$ cat config.mk
export PLATFORM = sky130hd
export DESIGN_NAME = sdtx_frame_control
export DESIGN_NICKNAME = d
export VERILOG_FILES = /design/src/core/sdtx_crc16.v /design/src/core/sdtx_nrzi.v /design/src/core/sdtx_frame_control.v
export VERILOG_INCLUDE_DIRS = /design/src /design/src/core
export SDC_FILE = /design/constraint.sdc
export NUM_CORES = 1
export LEC_CHECK = 0
export ABC_AREA = 1
export BUFFER_PORTS_ARGS = -buffer_cell sky130_fd_sc_hd__clkbuf_2
export CORE_UTILIZATION = 35
export CTS_CLUSTER_DIAMETER = 80
export DETAILED_ROUTE_END_ITERATION = 7
export GPL_TIMING_DRIVEN = 0
export PLACE_DENSITY_LB_ADDON = 0.2
export SYNTH_ARGS = -nofsm -noshare
export SYNTH_HDL_FRONTEND = slang
export SYNTH_SLANG_ARGS = --single-unit
$ cat constraint.sdc
create_clock -name clock_in -period 1.7 [get_ports clock_in]
set_input_delay 0.17 -clock clock_in [delete_from_list [all_inputs] [get_ports clock_in]]
set_output_delay 0.17 -clock clock_in [all_outputs]
set_load 0.03 [all_outputs]
$ cat src/core/sdtx_map.vh
`ifndef SDTX_MAP_VH
`define SDTX_MAP_VH

// register port offsets
`define SDTX_ADDR_CMD 4'h0
`define SDTX_ADDR_TX_CTL 4'h1
`define SDTX_ADDR_MISC 4'h2
`define SDTX_ADDR_EXT 4'h3
`define SDTX_ADDR_ENH 4'h4
`define SDTX_ADDR_TX_BUF 4'h5
`define SDTX_ADDR_STATUS 4'h6

// command field and codes
`define SDTX_CMD_MSB 7
`define SDTX_CMD_LSB 6
`define SDTX_CMD_RST_CRC 2'h2
`define SDTX_CMD_RST_EOM 2'h3

// tx_control_reg fields
`define SDTX_CTL_CRC_EN 0
`define SDTX_CTL_TX_EN 3

// sync_tx_misc_control_reg fields
`define SDTX_MISC_ABORT_UNDERRUN 2
`define SDTX_MISC_MARK_IDLE 3
`define SDTX_MISC_NRZI 5
`define SDTX_MISC_PRESET_ONES 7

// extension_control_reg fields
`define SDTX_EXT_ENABLE 0

// tx_enhancement_options_reg fields
`define SDTX_ENH_AUTO_FLAG 0
`define SDTX_ENH_AUTO_FRAME 1
`define SDTX_ENH_FORCE_HIGH 3

// primary_status_reg fields
`define SDTX_STAT_SENDING 0
`define SDTX_STAT_BUF_EMPTY 2
`define SDTX_STAT_EOM 6

// reset values
`define SDTX_RST_TX_CTL 8'h00
`define SDTX_RST_MISC 8'h00
`define SDTX_RST_EXT 8'h00
`define SDTX_RST_ENH 8'h00

// line patterns, sent lsb first
`define SDTX_PAT_FLAG 8'h7E
`define SDTX_PAT_MARK 8'hFF
`define SDTX_PAT_ABORT 8'h7F

// crc
`define SDTX_CRC_POLY 16'h1021
`define SDTX_CRC_ONES 16'hFFFF
`define SDTX_CRC_ZEROS 16'h0000

// timing: clock cycles per line bit, stuffing run length, last bit indices
`define SDTX_BIT_DIV 8'h04
`define SDTX_STUFF_RUN 3'h5
`define SDTX_LAST_CHAR_BIT 4'h7
`define SDTX_LAST_CRC_BIT 4'hF

`endif

$ cat src/core/sdtx_crc16.v
`timescale 1ns/1ps
`include "sdtx_map.vh"
module sdtx_crc16 (
  // clock and reset
  input wire clock_in,
  input wire rst_n_in,
  // control
  input wire preset_in,
  input wire preset_ones_in,
  input wire update_in,
  input wire bit_in,
  input wire shift_in,
  // result
  output wire msb_out
);
  reg [15:0] crc_reg;
  wire fb = crc_reg[15] ^ bit_in;

  always @(posedge clock_in) begin
    if (!rst_n_in) begin
      crc_reg <= `SDTX_CRC_ZEROS;
    end else if (preset_in) begin
      crc_reg <= preset_ones_in ? `SDTX_CRC_ONES : `SDTX_CRC_ZEROS;
    end else if (update_in) begin
      crc_reg <= {crc_reg[14:0], 1'b0} ^ (fb ? `SDTX_CRC_POLY : `SDTX_CRC_ZEROS);
    end else if (shift_in) begin
      crc_reg <= {crc_reg[14:0], 1'b0};
    end
  end

  assign msb_out = crc_reg[15];
endmodule // sdtx_crc16

$ cat src/core/sdtx_nrzi.v
`timescale 1ns/1ps
module sdtx_nrzi (
  // clock and reset
  input wire clock_in,
  input wire rst_n_in,
  // bit stream
  input wire bit_en_in,
  input wire bit_in,
  input wire nrzi_en_in,
  // line level
  output wire level_out
);
  reg level_reg;

  // level only moves on a bit, so a stopped transmitter holds its last state
  always @(posedge clock_in) begin
    if (!rst_n_in) begin
      level_reg <= 1'b1;
    end else if (bit_en_in) begin
      if (nrzi_en_in) begin
        if (!bit_in) begin
          level_reg <= ~level_reg;
        end
      end else begin
        level_reg <= bit_in;
      end
    end
  end

  assign level_out = level_reg;
endmodule // sdtx_nrzi

$ cat src/core/sdtx_frame_control.v
// Our own choices: the register offsets and the address-and-strobe port.
`timescale 1ns/1ps
`include "sdtx_map.vh"
// Functional notes
// extension plus auto-flag: data written during mark idle gets an opening flag first
// idle pattern leaves as whole 8-bit units; next unit loads at boundary
// without auto-flag, buffered data replaces a flag not yet loaded
// extension plus auto-frame presets transmit crc per frame to selected value
// extension plus auto-frame clears underrun latch at each frame start
// extension enabled presets transmit crc when an opening flag was sent
// without auto preset, software resets crc while idling before data
// crc runs only when crc enable is set; covers data between flags
// underrun with transmitter disabled never sends crc
// underrun latch set only by transmitter, cleared by command or by an auto-frame frame start
// underrun, enabled, latch set: close frame with flag only
// underrun, enabled, latch clear: crc or abort, then flag; with abort and crc enable both clear the code sends the flag only
// after closing flag idle with marks or flags per select bit
// software keeps abort clear and resets latch mid-frame for crc
// software should arm abort when clearing latch, drop it near end
// extension plus force-high drives serial output high under nrzi
// force-high chops current character; buffer writes while set are lost
// clearing force-high returns output to encoder state
// software sets mark idle and clears abort for force-high
// disabled transmitter leaves output at last nrzi level
// extension disabled turns off all enhanced options
module sdtx_frame_control (
  // clock and reset
  input wire clock_in,
  input wire rst_n_in,
  // register port
  input wire [3:0] reg_addr_in,
  input wire [7:0] reg_wdata_in,
  input wire reg_wr_in,
  input wire reg_rd_in,
  output reg [7:0] reg_rdata_out,
  // serial line
  output reg txd_out,
  // status
  output reg frame_active_out,
  output reg tx_buf_empty_out
);
  localparam ST_IDLE = 6'h01;
  localparam ST_FLAG = 6'h02;
  localparam ST_DATA = 6'h04;
  localparam ST_CRC = 6'h08;
  localparam ST_ABORT = 6'h10;
  localparam ST_CLOSE = 6'h20;

  reg [7:0] tx_control_reg;
  reg [7:0] sync_tx_misc_control_reg;
  reg [7:0] extension_control_reg;
  reg [7:0] tx_enhancement_options_reg;
  reg [7:0] tx_buffer_reg;
  reg buf_full_reg;
  reg underrun_end_of_message_latch;
  reg [5:0] state_reg;
  reg [7:0] shift_reg;
  reg [3:0] bit_cnt_reg;
  reg [2:0] ones_cnt_reg;
  reg flag_unit_reg;
  reg tail_stuff_reg;
  reg force_q_reg;
  reg [7:0] div_cnt_reg;
  reg bit_tick_reg;

  reg [5:0] nxt_state;
  reg [7:0] nxt_shift;
  reg nxt_flag;
  reg frame_start;
  reg take_buf;
  reg underrun;
  reg [7:0] rd_mux;

  wire crc_msb;
  wire nrzi_level;

  // enhanced options are all gated by the extension enable
  wire ext_on = extension_control_reg[`SDTX_EXT_ENABLE];
  wire auto_flag_on = ext_on & tx_enhancement_options_reg[`SDTX_ENH_AUTO_FLAG];
  wire auto_frame_on = ext_on & tx_enhancement_options_reg[`SDTX_ENH_AUTO_FRAME];
  wire nrzi_on = sync_tx_misc_control_reg[`SDTX_MISC_NRZI];
  wire force_on = ext_on & tx_enhancement_options_reg[`SDTX_ENH_FORCE_HIGH] & nrzi_on;
  wire tx_en = tx_control_reg[`SDTX_CTL_TX_EN];
  wire crc_en = tx_control_reg[`SDTX_CTL_CRC_EN];
  wire mark_idle = sync_tx_misc_control_reg[`SDTX_MISC_MARK_IDLE];
  wire abort_on = sync_tx_misc_control_reg[`SDTX_MISC_ABORT_UNDERRUN];
  wire preset_ones = sync_tx_misc_control_reg[`SDTX_MISC_PRESET_ONES];
  wire [7:0] idle_pat = mark_idle ? `SDTX_PAT_MARK : `SDTX_PAT_FLAG;

  wire wr_cmd = reg_wr_in && (reg_addr_in == `SDTX_ADDR_CMD);
  wire [1:0] cmd_code = reg_wdata_in[`SDTX_CMD_MSB:`SDTX_CMD_LSB];
  wire cmd_rst_crc = wr_cmd && (cmd_code == `SDTX_CMD_RST_CRC);
  wire cmd_rst_eom = wr_cmd && (cmd_code == `SDTX_CMD_RST_EOM);
  wire wr_buf = reg_wr_in && (reg_addr_in == `SDTX_ADDR_TX_BUF);

  wire in_data = (state_reg == ST_DATA);
  wire in_crc = (state_reg == ST_CRC);
  wire stuffing = in_data | in_crc;
  // five ones that end a stuffed unit still owe their zero,
  // even when the next unit is a flag or abort that is never stuffed
  wire stuff_now = (stuffing & (ones_cnt_reg == `SDTX_STUFF_RUN)) | tail_stuff_reg;
  // a disabled transmitter stops as soon as it is idle, even in the middle of an idle unit
  // a zero still owed is sent first so the closing pattern stays clean
  wire run = tx_en | (state_reg != ST_IDLE) | tail_stuff_reg;
  wire tick = bit_tick_reg & run;
  wire chop = force_on & ~force_q_reg;
  wire cur_bit = stuff_now ? 1'b0 : (in_crc ? ~crc_msb : shift_reg[0]);
  wire [3:0] last_cnt = in_crc ? `SDTX_LAST_CRC_BIT : `SDTX_LAST_CHAR_BIT;
  wire last_bit = ~stuff_now & (bit_cnt_reg == last_cnt);
  wire boundary = tick & last_bit & ~chop;
  wire nxt_stuffing = (nxt_state == ST_DATA) | (nxt_state == ST_CRC);
  // fifth one lands on the last bit and the next unit is not stuffed
  wire tail_stuff_set = stuffing & cur_bit & ~nxt_stuffing
    & (ones_cnt_reg == (`SDTX_STUFF_RUN - 3'h1));

  // with the extension on, preset when a frame opens behind a flag, or every frame with auto-frame
  wire auto_preset = ext_on & flag_unit_reg;
  wire frame_preset = boundary & frame_start & (auto_preset | auto_frame_on);
  wire crc_preset = cmd_rst_crc | frame_preset;
  wire crc_update = tick & ~chop & in_data & ~stuff_now & crc_en;
  wire crc_shift = tick & ~chop & in_crc & ~stuff_now;
  wire latch_set = boundary & underrun;
  wire latch_clr = cmd_rst_eom | (boundary & frame_start & auto_frame_on);

  // bit rate divider
  always @(posedge clock_in) begin
    if (!rst_n_in) begin
      div_cnt_reg <= 8'h00;
      bit_tick_reg <= 1'b0;
    end else if (div_cnt_reg == (`SDTX_BIT_DIV - 8'h01)) begin
      div_cnt_reg <= 8'h00;
      bit_tick_reg <= 1'b1;
    end else begin
      div_cnt_reg <= div_cnt_reg + 8'h01;
      bit_tick_reg <= 1'b0;
    end
  end

  // choice of the next unit (8 bits, or 16 for crc) at a unit boundary
  always @* begin
    nxt_state = ST_IDLE;
    nxt_shift = idle_pat;
    nxt_flag = ~mark_idle;
    frame_start = 1'b0;
    take_buf = 1'b0;
    underrun = 1'b0;
    if (in_data) begin
      if (buf_full_reg & tx_en) begin
        nxt_state = ST_DATA;
        nxt_shift = tx_buffer_reg;
        nxt_flag = 1'b0;
        take_buf = 1'b1;
      end else begin
        underrun = 1'b1;
        if (!tx_en) begin
          nxt_state = ST_IDLE;
        end else if (underrun_end_of_message_latch | (~abort_on & ~crc_en)) begin
          nxt_state = ST_CLOSE;
          nxt_shift = `SDTX_PAT_FLAG;
          nxt_flag = 1'b1;
        end else if (abort_on) begin
          nxt_state = ST_ABORT;
          nxt_shift = `SDTX_PAT_ABORT;
          nxt_flag = 1'b0;
        end else begin
          nxt_state = ST_CRC;
          nxt_flag = 1'b0;
        end
      end
    end else if (in_crc | (state_reg == ST_ABORT)) begin
      nxt_state = ST_CLOSE;
      nxt_shift = `SDTX_PAT_FLAG;
      nxt_flag = 1'b1;
    end else if (buf_full_reg & tx_en) begin
      if (mark_idle & auto_flag_on & ~flag_unit_reg) begin
        nxt_state = ST_FLAG;
        nxt_shift = `SDTX_PAT_FLAG;
        nxt_flag = 1'b1;
      end else begin
        // flag idle, no auto-flag, or a flag just sent: data simply takes the next unit's place
        nxt_state = ST_DATA;
        nxt_shift = tx_buffer_reg;
        nxt_flag = 1'b0;
        take_buf = 1'b1;
        frame_start = 1'b1;
      end
    end
  end

  // bit sequencer
  always @(posedge clock_in) begin
    if (!rst_n_in) begin
      state_reg <= ST_IDLE;
      shift_reg <= `SDTX_PAT_FLAG;
      bit_cnt_reg <= 4'h0;
      ones_cnt_reg <= 3'h0;
      flag_unit_reg <= 1'b0;
      tail_stuff_reg <= 1'b0;
    end else if (chop) begin
      // whatever was in flight is dropped, line restarts on idle
      state_reg <= ST_IDLE;
      shift_reg <= idle_pat;
      bit_cnt_reg <= 4'h0;
      ones_cnt_reg <= 3'h0;
      flag_unit_reg <= ~mark_idle;
      tail_stuff_reg <= 1'b0;
    end else if (tick) begin
      if (stuff_now) begin
        ones_cnt_reg <= 3'h0;
        tail_stuff_reg <= 1'b0;
      end else if (last_bit) begin
        // units are split only by a chop: otherwise a new pattern loads only here
        state_reg <= nxt_state;
        shift_reg <= nxt_shift;
        bit_cnt_reg <= 4'h0;
        flag_unit_reg <= nxt_flag;
        tail_stuff_reg <= tail_stuff_set;
        if (stuffing & cur_bit & nxt_stuffing) begin
          ones_cnt_reg <= ones_cnt_reg + 3'h1;
        end else begin
          ones_cnt_reg <= 3'h0;
        end
      end else begin
        bit_cnt_reg <= bit_cnt_reg + 4'h1;
        shift_reg <= {1'b1, shift_reg[7:1]};
        if (stuffing & cur_bit) begin
          ones_cnt_reg <= ones_cnt_reg + 3'h1;
        end else begin
          ones_cnt_reg <= 3'h0;
        end
      end
    end
  end

  // control registers
  always @(posedge clock_in) begin
    if (!rst_n_in) begin
      tx_control_reg <= `SDTX_RST_TX_CTL;
      sync_tx_misc_control_reg <= `SDTX_RST_MISC;
      extension_control_reg <= `SDTX_RST_EXT;
      tx_enhancement_options_reg <= `SDTX_RST_ENH;
    end else if (reg_wr_in) begin
      if (reg_addr_in == `SDTX_ADDR_TX_CTL) begin
        tx_control_reg <= reg_wdata_in;
      end else if (reg_addr_in == `SDTX_ADDR_MISC) begin
        // abort-on-underrun stays freely writable
        sync_tx_misc_control_reg <= reg_wdata_in;
      end else if (reg_addr_in == `SDTX_ADDR_EXT) begin
        extension_control_reg <= reg_wdata_in;
      end else if (reg_addr_in == `SDTX_ADDR_ENH) begin
        tx_enhancement_options_reg <= reg_wdata_in;
      end
    end
  end

  // transmit buffer; a write beside a load wins so no character is lost
  always @(posedge clock_in) begin
    if (!rst_n_in) begin
      tx_buffer_reg <= 8'h00;
      buf_full_reg <= 1'b0;
    end else if (wr_buf & ~force_on) begin
      tx_buffer_reg <= reg_wdata_in;
      buf_full_reg <= 1'b1;
    end else if (boundary & take_buf) begin
      buf_full_reg <= 1'b0;
    end
  end

  // underrun latch: set wins over a clear in the same cycle
  always @(posedge clock_in) begin
    if (!rst_n_in) begin
      underrun_end_of_message_latch <= 1'b0;
    end else if (latch_set) begin
      underrun_end_of_message_latch <= 1'b1;
    end else if (latch_clr) begin
      underrun_end_of_message_latch <= 1'b0;
    end
  end

  sdtx_crc16 u_crc (
    .clock_in(clock_in),
    .rst_n_in(rst_n_in),
    .preset_in(crc_preset),
    .preset_ones_in(preset_ones),
    .update_in(crc_update),
    .bit_in(cur_bit),
    .shift_in(crc_shift),
    .msb_out(crc_msb)
  );

  sdtx_nrzi u_nrzi (
    .clock_in(clock_in),
    .rst_n_in(rst_n_in),
    .bit_en_in(tick & ~chop),
    .bit_in(cur_bit),
    .nrzi_en_in(nrzi_on),
    .level_out(nrzi_level)
  );

  // forcing only masks the pin; the encoder keeps its own state
  always @(posedge clock_in) begin
    if (!rst_n_in) begin
      txd_out <= 1'b1;
      force_q_reg <= 1'b0;
      frame_active_out <= 1'b0;
      tx_buf_empty_out <= 1'b1;
    end else begin
      txd_out <= force_on ? 1'b1 : nrzi_level;
      force_q_reg <= force_on;
      frame_active_out <= (state_reg != ST_IDLE);
      tx_buf_empty_out <= ~buf_full_reg;
    end
  end

  // read mux
  always @* begin
    rd_mux = 8'h00;
    if (reg_addr_in == `SDTX_ADDR_TX_CTL) begin
      rd_mux = tx_control_reg;
    end else if (reg_addr_in == `SDTX_ADDR_MISC) begin
      rd_mux = sync_tx_misc_control_reg;
    end else if (reg_addr_in == `SDTX_ADDR_EXT) begin
      rd_mux = extension_control_reg;
    end else if (reg_addr_in == `SDTX_ADDR_ENH) begin
      rd_mux = tx_enhancement_options_reg;
    end else if (reg_addr_in == `SDTX_ADDR_STATUS) begin
      rd_mux[`SDTX_STAT_SENDING] = (state_reg != ST_IDLE);
      rd_mux[`SDTX_STAT_BUF_EMPTY] = ~buf_full_reg;
      rd_mux[`SDTX_STAT_EOM] = underrun_end_of_message_latch;
    end
  end

  // read data stands only in the cycle after the strobe
  always @(posedge clock_in) begin
    if (!rst_n_in) begin
      reg_rdata_out <= 8'h00;
    end else if (reg_rd_in) begin
      reg_rdata_out <= rd_mux;
    end else begin
      reg_rdata_out <= 8'h00;
    end
  end
endmodule // sdtx_frame_control

==> impl_metrics.env, run 1 <==
export IMPL_status="complete, but fails checks"
export IMPL_violations="setup timing"
export IMPL_reg2regPathDepth=11
export IMPL_syn_avg_cell_area_um2=7.11
export IMPL_final_cell_count_no_fill=909
export IMPL_drt_wl_total_mm=13.4
export IMPL_nNetsFinal=753
export IMPL_synth_top_flop_cell="dfxtp_1"
export IMPL_grt_pass1_vias=4371
export IMPL_antenna_diode_count=0
export IMPL_yosys_cell_types_count=43
export IMPL_sum_of_net_half_perimeters_after_detailed_placement_mm=8.94
export IMPL_synthesis_nets=679
export IMPL_slew_headroom_pct=57.1
export IMPL_crit_required_ps=1920
export IMPL_ant_nets=0
export IMPL_clkSlewWorstSetupHoldPaths_ps=80
export IMPL_sinks_on_clock_net=103
export IMPL_worstSetupPathType="reg -> reg"
export IMPL_synth_area_leader_cell="dfxtp_1"
export IMPL_yosys_top_cells_area="dfxtp_1, nand2_1, nor2_1, a21oi_1, o21ai_0"
export IMPL_maxCapViolCount=0
export IMPL_floorplan_rows=41
export IMPL_postCtsHoldBufs=0
export IMPL_yosysMostFrequentCell="nand2_1"
export IMPL_hold_path_startpoint="reg_wdata_in[7]"
export IMPL_post_layout_total_power_mw=4.85
export IMPL_final_setup_skew_ps=13.1
export IMPL_grt_pass1_wl_mm=21.4
export IMPL_crit_path_max_fanout=7
export IMPL_syn_area_mm2=0.00468
export IMPL_setup_repair_after_global_routing_missed_its_margin="yes"
export IMPL_final_setup_worst_slack_ps=-106
export IMPL_maximum_number_of_pins_on_one_net_before_global_route_repair=17
export IMPL_fill_cells=1273
export IMPL_grt_antenna_before_repair=0
export IMPL_power_per_cell_area_mw_per_mm2=801
export IMPL_worst_endpoint_arrival_ps=2030
export IMPL_hold_path_depth=3
export IMPL_post_route_cell_area_mm2=0.00605
export IMPL_post_drt_wl_per_cell_um=14.7
export IMPL_gp_congestion=0.944
export IMPL_ff2ff_setup_slack_ps=-110
export IMPL_clock_latency_ps=360
export IMPL_sequential_fraction_of_the_synthesis_area_pct=44.1
export IMPL_cts_inserted_buffers=9
export IMPL_design_die_area_mm2=0.0138
export IMPL_clockBufferDepth=2
export IMPL_dr_first_iter_drc_count=309
export IMPL_drive_gt1_share_pct=23.9
export IMPL_min_period_ps=1810
export IMPL_synth_top_cells_by_count="nand2_1, dfxtp_1, nor2_1"
export IMPL_via_per_inst=5.10
export IMPL_synthesis_instances=658
export IMPL_min_to="sync_tx_misc_control_reg[7]"
export IMPL_share_of_yosys_cell_area_claimed_by_the_top_area_cell_type_pct=44.1
export IMPL_synth_enable_flop_cells=0
export IMPL_yosysWarnings=0
export IMPL_r2r_start="state_reg[5]"
export IMPL_clock_tree_root_cell="clkbuf_16"
export IMPL_dpl_cell_area_mm2=0.00502
export IMPL_floorplan_initialDensity_pct=36.5
export IMPL_die_h_um=118
export IMPL_finalCritPeriodShare_pct=106
export IMPL_worstMarginPinSlew_ps=644
export IMPL_setup_viol_count_final=23
export IMPL_final_hold_viols=0
export IMPL_tritoncts="yes"
export IMPL_critical_path_startpoint_type="flop"
export IMPL_holdWs_ps=133
export IMPL_finalSetupTns_ps=-1530
export IMPL_slew_viol_final=0
export IMPL_drt_first_pass_iters=5
export IMPL_detailroute_via_count=4639
export IMPL_tightest_hold_check_type="in -> reg"
export IMPL_groute_usage_overall_pct=19.3
export IMPL_power_leakage_nw=2.33
export IMPL_flow_area_growth_from_synthesis_pct=29.4
export IMPL_irDropWorstVdd_mv=0.439
export IMPL_route_detailed_drc=0
export IMPL_io_pins=27
export IMPL_overflow=0
export IMPL_chipWidth_um=118
export IMPL_critical_path_reg2reg_endpoint="shift_reg[5]"
export IMPL_largest_register_ff_count=16
export IMPL_fp_coreArea_mm2=0.0128
export IMPL_numPlacedInstances=855
export IMPL_critPathCaptureType="flop"
export IMPL_fmax_mhz=554
export IMPL_port_buffer_count=25
export IMPL_ys_seq_elements=103
export IMPL_ctsHtreeMaxLevel=3
export IMPL_postSynth_asyncResetShare_pct=0
==> repair_timing <==
| action | in CTS | in global routing |
|---|---|---|
| pin swaps | 13 | 20 |
| endpoints found under the hold margin | 0 | 0 |
| setup buffers | 24 | 12 |
| endpoints found under the setup margin | 41 | 40 |
| gates cloned | 2 | 0 |
| gates resized for setup | 70 | 80 |
==> cell usage in the layout, fill, tap and decap left out, drive strengths merged, types with 2 or more instances in the layout <==
cell      count
nand3        44
clkinvlp      4
clkinv        3
o22ai         3
nand2       113
inv          76
nor2        109
nor3          5
a21oi        68
a31oi         2
o21ai        69
xor2          4
dfxtp       103
a211oi        3
buf          43
clkbuf       52
nand4        15
a41oi         4
ha            5
==> worst max-delay path by stage <==
stage                                startpoint           endpoint  slack [ps]  cells past startpoint
global placement    sync_tx_misc_control_reg[5]   u_crc.crc_reg[8]        -380                     10
floorplan                          state_reg[0]   u_crc.crc_reg[0]          10                     11
global route                       state_reg[5]       shift_reg[4]        -190                     11
CTS                                state_reg[4]  u_crc.crc_reg[14]        -120                     13
finish                             state_reg[5]       shift_reg[5]        -110                     11
detailed placement  sync_tx_misc_control_reg[5]   u_crc.crc_reg[9]        -460                     10
==> critical path, stage by stage, from the launching register on <==
cell and delay, ps:
dfxtp_4 370, nor2_4 190, nand3_4 120, nand2_4 80, nand3_4 90, nor2_4 150
buf_6 120, clkinvlp_4 170, a21oi_1 180, nand2_1 70, o21ai_0 70, nand2_1 60
==> power by group <==
group | internal (mW) | total [mW] | leakage, nW | switching, mW
Clock | 1.23 | 2.17 | 0.145 | 0.945
Combinational | 0.0629 | 0.223 | 1.35 | 0.160
Sequential | 2.43 | 2.46 | 0.839 | 0.0234
Total | 3.72 | 4.85 | 2.33 | 1.13
==> final cells by class <==
| class | instances | area (um2) | area share, % |
|---|---|---|---|
| Multi-Input combinational cell | 455 | 2550 | 42.2 |
| Inverter | 80 | 315 | 5.21 |
| Clock inverter | 4 | 53.8 | 0.889 |
| Buffer | 20 | 110 | 1.82 |
| Tap cell | 172 | 215 | 3.56 |
| Clock buffer | 12 | 256 | 4.24 |
| Timing Repair Buffer | 63 | 454 | 7.50 |
| Sequential cell | 103 | 2090 | 34.6 |
==> kinds of logic (layout without fill, tap and decap cells) <==
kind of cell             after synthesis  after routing  synth area share (%)
flip-flops                           103            103                  44.1
AO/OA/AOI/OAI                        157            157                  18.1
adder cells (fa/ha/maj)                5              5                  1.34
buffers and inverters                100            179                  8.26
XOR/XNOR                               4              4                 0.749
AND/OR/NAND/NOR                      289            289                  27.5
==> through the flow <==
stage | utilization (%) | setup slack, ps
final | 47.2 | -106
after global routing | 47.2 | -186
after CTS | 44.6 | -123
after detailed placement | 39.1 | -458
after global placement | 39.1 | -382
after floorplan | - | 14.7
==> per-layer routing <==
layer | routed length [um] | GRT usage [%] | vias up
met5 | 0 | 0 | -
met2 | 6240 | 31.3 | 131
met4 | 361 | 9.70 | 0
met3 | 688 | 3.20 | 27
li1 | - | - | 2322
met1 | 6090 | 24.7 | 2159
(Power assumes the default switching activity.)
==> run 2: changes to the inputs <==
--- a/config.mk
+++ b/config.mk
@@ -12,7 +12,7 @@
 export CTS_CLUSTER_DIAMETER = 80
 export DETAILED_ROUTE_END_ITERATION = 7
 export GPL_TIMING_DRIVEN = 0
-export PLACE_DENSITY_LB_ADDON = 0.2
+export SETUP_SLACK_MARGIN = 0.02
 export SYNTH_ARGS = -nofsm -noshare
 export SYNTH_HDL_FRONTEND = slang
 export SYNTH_SLANG_ARGS = --single-unit
==> impl_metrics.env, run 2 (synthesis gave the netlist of run 1 again) <==
export IMPL_grt_pass1_wl_mm=21.2
export IMPL_slew_viol_final=0
export IMPL_chipWidth_um=118
export IMPL_floorplan_initialDensity_pct=36.5
export IMPL_worstMarginPinSlew_ps=663
export IMPL_power_per_cell_area_mw_per_mm2=805
export IMPL_grt_antenna_before_repair=0
export IMPL_fill_cells=1281
export IMPL_violations="setup timing"
export IMPL_finalCritPeriodShare_pct=108
export IMPL_power_leakage_nw=2.31
export IMPL_ant_nets=0
export IMPL_via_per_inst=5.12
export IMPL_sinks_on_clock_net=103
export IMPL_design_die_area_mm2=0.0138
export IMPL_clockBufferDepth=2
export IMPL_clkSlewWorstSetupHoldPaths_ps=70
export IMPL_irDropWorstVdd_mv=0.416
export IMPL_maximum_number_of_pins_on_one_net_before_global_route_repair=18
export IMPL_overflow=0
export IMPL_fp_coreArea_mm2=0.0128
export IMPL_drt_first_pass_iters=5
export IMPL_clock_tree_root_cell="clkbuf_16"
export IMPL_numPlacedInstances=855
export IMPL_post_drt_wl_per_cell_um=14.5
export IMPL_clock_latency_ps=350
export IMPL_tritoncts="yes"
export IMPL_ff2ff_setup_slack_ps=-130
export IMPL_crit_required_ps=1940
export IMPL_drt_wl_total_mm=13.2
export IMPL_min_period_ps=1830
export IMPL_largest_register_ff_count=16
export IMPL_preCtsSetupSlack_ps=-425
export IMPL_io_pins=27
export IMPL_floorplan_rows=41
export IMPL_flow_area_growth_from_synthesis_pct=27.7
export IMPL_final_setup_worst_slack_ps=-130
export IMPL_worst_endpoint_arrival_ps=2070
export IMPL_critPathCaptureType="flop"
export IMPL_register_area_mm2=0.00209
export IMPL_final_hold_viols=0
export IMPL_leading_cell_types_in_the_layout_fill_and_taps_excluded="nand2_1, dfxtp_1, nor2_1, inv_1, a21oi_1"
export IMPL_fmax_mhz=547
export IMPL_layout_commonest_cell="nand2_1"
export IMPL_final_cell_count_no_fill=907
export IMPL_route_detailed_drc=0
export IMPL_cts_inserted_buffers=9
export IMPL_status="complete, but fails checks"
export IMPL_slew_headroom_pct=55.8
export IMPL_detailroute_via_count=4647
export IMPL_setup_viol_count_final=36
export IMPL_crit_path_max_fanout=5
export IMPL_finalSetupTns_ps=-2960
export IMPL_gp_congestion=0.957
export IMPL_combined_area_of_the_multi_input_logic_cells_mm2=0.00251
export IMPL_worstSetupPathType="reg -> reg"
export IMPL_critical_path_startpoint_type="flop"
export IMPL_groute_usage_overall_pct=19.0
export IMPL_antenna_diode_count=0
export IMPL_drive_gt1_share_pct=22.3
export IMPL_tightest_hold_check_type="in -> reg"
export IMPL_dr_first_iter_drc_count=232
export IMPL_port_buffer_count=25
export IMPL_post_route_util_pct=46.6
export IMPL_maxCapViolCount=0
export IMPL_nNetsFinal=751
export IMPL_postCtsHoldBufs=0
export IMPL_setup_repair_after_global_routing_missed_its_margin="yes"
export IMPL_final_setup_skew_ps=6.42
export IMPL_post_layout_total_power_mw=4.81
export IMPL_ctsHtreeMaxLevel=3
export IMPL_sum_of_net_half_perimeters_after_detailed_placement_mm=9.02
export IMPL_grt_pass1_vias=4368
export IMPL_die_h_um=118
-- run 2: cell types whose count changed in the layout (fill, tap and decap cells not counted), moves of 3 or more --
cell,change
buf_6,-5
inv_1,+4
o21ai_1,+4
buf_4,+3
nor2_2,-4
nor2_1,+5
-- run 2: power by group --
part           leakage, nW  internal (mW)  switching [mW]
registers            0.839           2.43          0.0241
logic                 1.32         0.0637           0.159
clock network        0.149           1.19           0.942
-- run 2: final timing paths --
check                                      from                           to  cells after the start
worst min register to register   div_cnt_reg[0]               div_cnt_reg[0]                      1
worst max-delay path               state_reg[5]             u_crc.crc_reg[4]                     11
worst min-delay path            reg_wdata_in[7]  sync_tx_misc_control_reg[7]                      3
worst max register to register     state_reg[5]             u_crc.crc_reg[4]                     11
-- run 2: final cells by class --
cell class	count	share of cell area (%)
buffer	20	1.88
clock buffer	10	4.00
clock inverter	6	1.15
inverter	80	5.26
multi-input combinational	455	42.0
sequential	103	35.0
tap	172	3.60
timing repair buffer	61	7.14
-- run 2: critical path, cell delays in order, from the launching register on --
cell and delay [ps]:
dfxtp_4 370, nor2_4 200, nand3_4 130, nand2_2 110, nand3_4 100, nor2_4 170
nand4_4 140, nand3_4 140, nand2_4 90, buf_4 150, nor2_1 80, nor2_1 40
-- run 2: what timing repair did --
| item | 4_1_cts | 5_1_grt |
|---|---|---|
| cloned | 1 | 1 |
| resized for setup | 55 | 76 |
| buffers inserted | 19 | 15 |
| setup endpoints to repair | 43 | 43 |
| pin swaps | 10 | 21 |
-- run 2: per-stage QoR --
stage / cell area [um2] / hold slack, ps
detailed placement: 5020 / 443
global route: 5980 / 145
floorplan: 4680 / 337
global placement: 5020 / 428
finish: 5980 / 142
CTS: 5650 / 130
-- run 2: routing by layer --
layer  share of wire (%)  vias up  global-route usage (%)
met5                   0        -                       0
met4                 2.3        0                    8.97
met3                 4.7       23                    3.39
met2                  48      126                    30.9
met1                  45     2176                    24.3
li1                    -     2322                       -
==> run 3: changes to the inputs <==
==> constraint.sdc (replaced) <==
create_clock -name clock_in -period 1.9 [get_ports clock_in]
set_input_delay 0.19 -clock clock_in [delete_from_list [all_inputs] [get_ports clock_in]]
set_output_delay 0.19 -clock clock_in [all_outputs]
set_load 0.03 [all_outputs]
==> impl_metrics.env, run 3 (synthesis gave the netlist of run 1 again) <==
export IMPL_status="finished clean"
export IMPL_dpl_cell_area_mm2=0.00502
export IMPL_layout_commonest_cell="nand2_1"
export IMPL_flow_area_growth_from_synthesis_pct=24.4
export IMPL_slew_headroom_pct=56.1
export IMPL_crit_path_max_fanout=6
export IMPL_chipWidth_um=118
export IMPL_maxCapViolCount=0
export IMPL_groute_usage_overall_pct=18.1
export IMPL_power_leakage_nw=2.24
export IMPL_holdWs_ps=169
export IMPL_gp_congestion=0.954
export IMPL_power_per_cell_area_mw_per_mm2=734
export IMPL_maximum_number_of_pins_on_one_net_before_global_route_repair=17
export IMPL_tritoncts="yes"
export IMPL_critical_path_startpoint_type="flop"
export IMPL_critical_path_max_stage_delay_ps=370
export IMPL_die_h_um=118
export IMPL_irDropWorstVdd_mv=0.464
export IMPL_worstMarginPinSlew_ps=659
export IMPL_clock_latency_ps=350
export IMPL_drt_first_pass_iters=5
export IMPL_floorplan_rows=41
export IMPL_finalCritPeriodShare_pct=97.9
export IMPL_worstSetupPathType="reg -> reg"
export IMPL_worstPathCellList="inv_2, nand2_2, nor2_4, inv_4, nand3_2, nor2_4, buf_4, nor2_4, buf_4, o21ai_0, nand2_1, o21ai_0, nand2_1"
export IMPL_design_die_area_mm2=0.0138
export IMPL_final_hold_viols=0
export IMPL_via_per_inst=5.12
export IMPL_drive_gt1_share_pct=19.4
export IMPL_ctsHtreeMaxLevel=3
export IMPL_io_pins=27
export IMPL_slew_viol_final=0
export IMPL_sum_of_net_half_perimeters_after_detailed_placement_mm=8.82
export IMPL_finalSetupTns_ps=0
export IMPL_fmax_mhz=538
export IMPL_grt_pass1_wl_mm=20.3
export IMPL_critPathCaptureType="flop"
export IMPL_worst_path_dominant_cell_family="simple AND/OR/NAND/NOR gates"
export IMPL_min_period_ps=1860
export IMPL_sinks_on_clock_net=103
export IMPL_tightest_hold_check_type="in -> reg"
export IMPL_numPlacedInstances=855
export IMPL_critPathSlowestCell="dfxtp_4"
export IMPL_largest_register_ff_count=16
export IMPL_crit_required_ps=2120
export IMPL_cts_inserted_buffers=9
export IMPL_final_setup_skew_ps=10.4
export IMPL_final_cell_count_no_fill=899
export IMPL_dr_first_iter_drc_count=337
export IMPL_clock_tree_root_cell="clkbuf_16"
export IMPL_post_drt_wl_per_cell_um=14.3
export IMPL_ant_nets=0
export IMPL_drt_wl_total_mm=12.9
export IMPL_route_detailed_drc=0
export IMPL_grt_antenna_before_repair=0
export IMPL_post_layout_total_power_mw=4.27
export IMPL_port_buffer_count=25
export IMPL_setup_repair_after_global_routing_missed_its_margin="yes"
export IMPL_leading_cell_types_in_the_layout_fill_and_taps_excluded="nand2_1, dfxtp_1, nor2_1, inv_1, a21oi_1"
export IMPL_worst_endpoint_arrival_ps=2080
export IMPL_critPathMostFrequentCell="nor2_4"
export IMPL_setup_viol_count_final=0
export IMPL_clkSlewWorstSetupHoldPaths_ps=70
export IMPL_postCtsHoldBufs=0
export IMPL_clockBufferDepth=2
export IMPL_post_route_cell_area_mm2=0.00582
export IMPL_floorplan_initialDensity_pct=36.5
export IMPL_overflow=0
export IMPL_nNetsFinal=743
export IMPL_detailroute_via_count=4606
export IMPL_fp_coreArea_mm2=0.0128
export IMPL_fill_cells=1299
export IMPL_antenna_diode_count=0
export IMPL_worst_path_buf_inv=4
export IMPL_grt_pass1_vias=4185
run 3: area by class of cell:
class	instances	area, um2	area share (%)
buffer	20	114	1.96
clock buffer	11	243	4.17
clock inverter	5	56.3	0.967
inverter	80	303	5.20
multi-input combinational	455	2470	42.4
sequential	103	2080	35.8
tap	172	215	3.70
timing repair buffer	53	339	5.82
run 3: final timing paths:
path / from / end / slack, ps / cells past startpoint
setup / recovery: state_reg[3] / shift_reg[4] / 40 / 13
setup reg to reg: state_reg[3] / shift_reg[4] / 40 / 13
hold reg to reg: div_cnt_reg[0] / div_cnt_reg[0] / 440 / 1
hold / removal: reg_wdata_in[5] / sync_tx_misc_control_reg[5] / 170 / 3
run 3: worst min-delay path, cell delays in order:
cell,delay [ps]
clkbuf_2,130
nand3_1,100
a21oi_1,60
run 3: routing by layer:
metal	routed length [um]	GRT usage, %	share of wire (%)
met4	296	8.49	2.3
met1	5900	23.7	46
met2	6050	29.3	47
met3	635	2.52	4.9
met5	0	0	0
run 3: report_power, final:
group / internal (mW) / switching [mW] / total (mW)
Sequential: 2.18 / 0.0209 / 2.20
Clock: 1.06 / 0.816 / 1.87
Combinational: 0.0554 / 0.140 / 0.196
run 3: per-stage QoR:
stage               setup slack, ps  utilization, %
floorplan                       215               -
global placement               -155            39.1
detailed placement             -196            39.1
CTS                            5.65            42.6
global route                  -73.7            45.4
finish                         40.5            45.4
run 3: timing repair:
action | CTS | global route
setup endpoints to repair | 34 | 34
pin swaps | 6 | 17
gates resized for setup | 24 | 73
buffers inserted | 9 | 18
gates cloned | 0 | 1
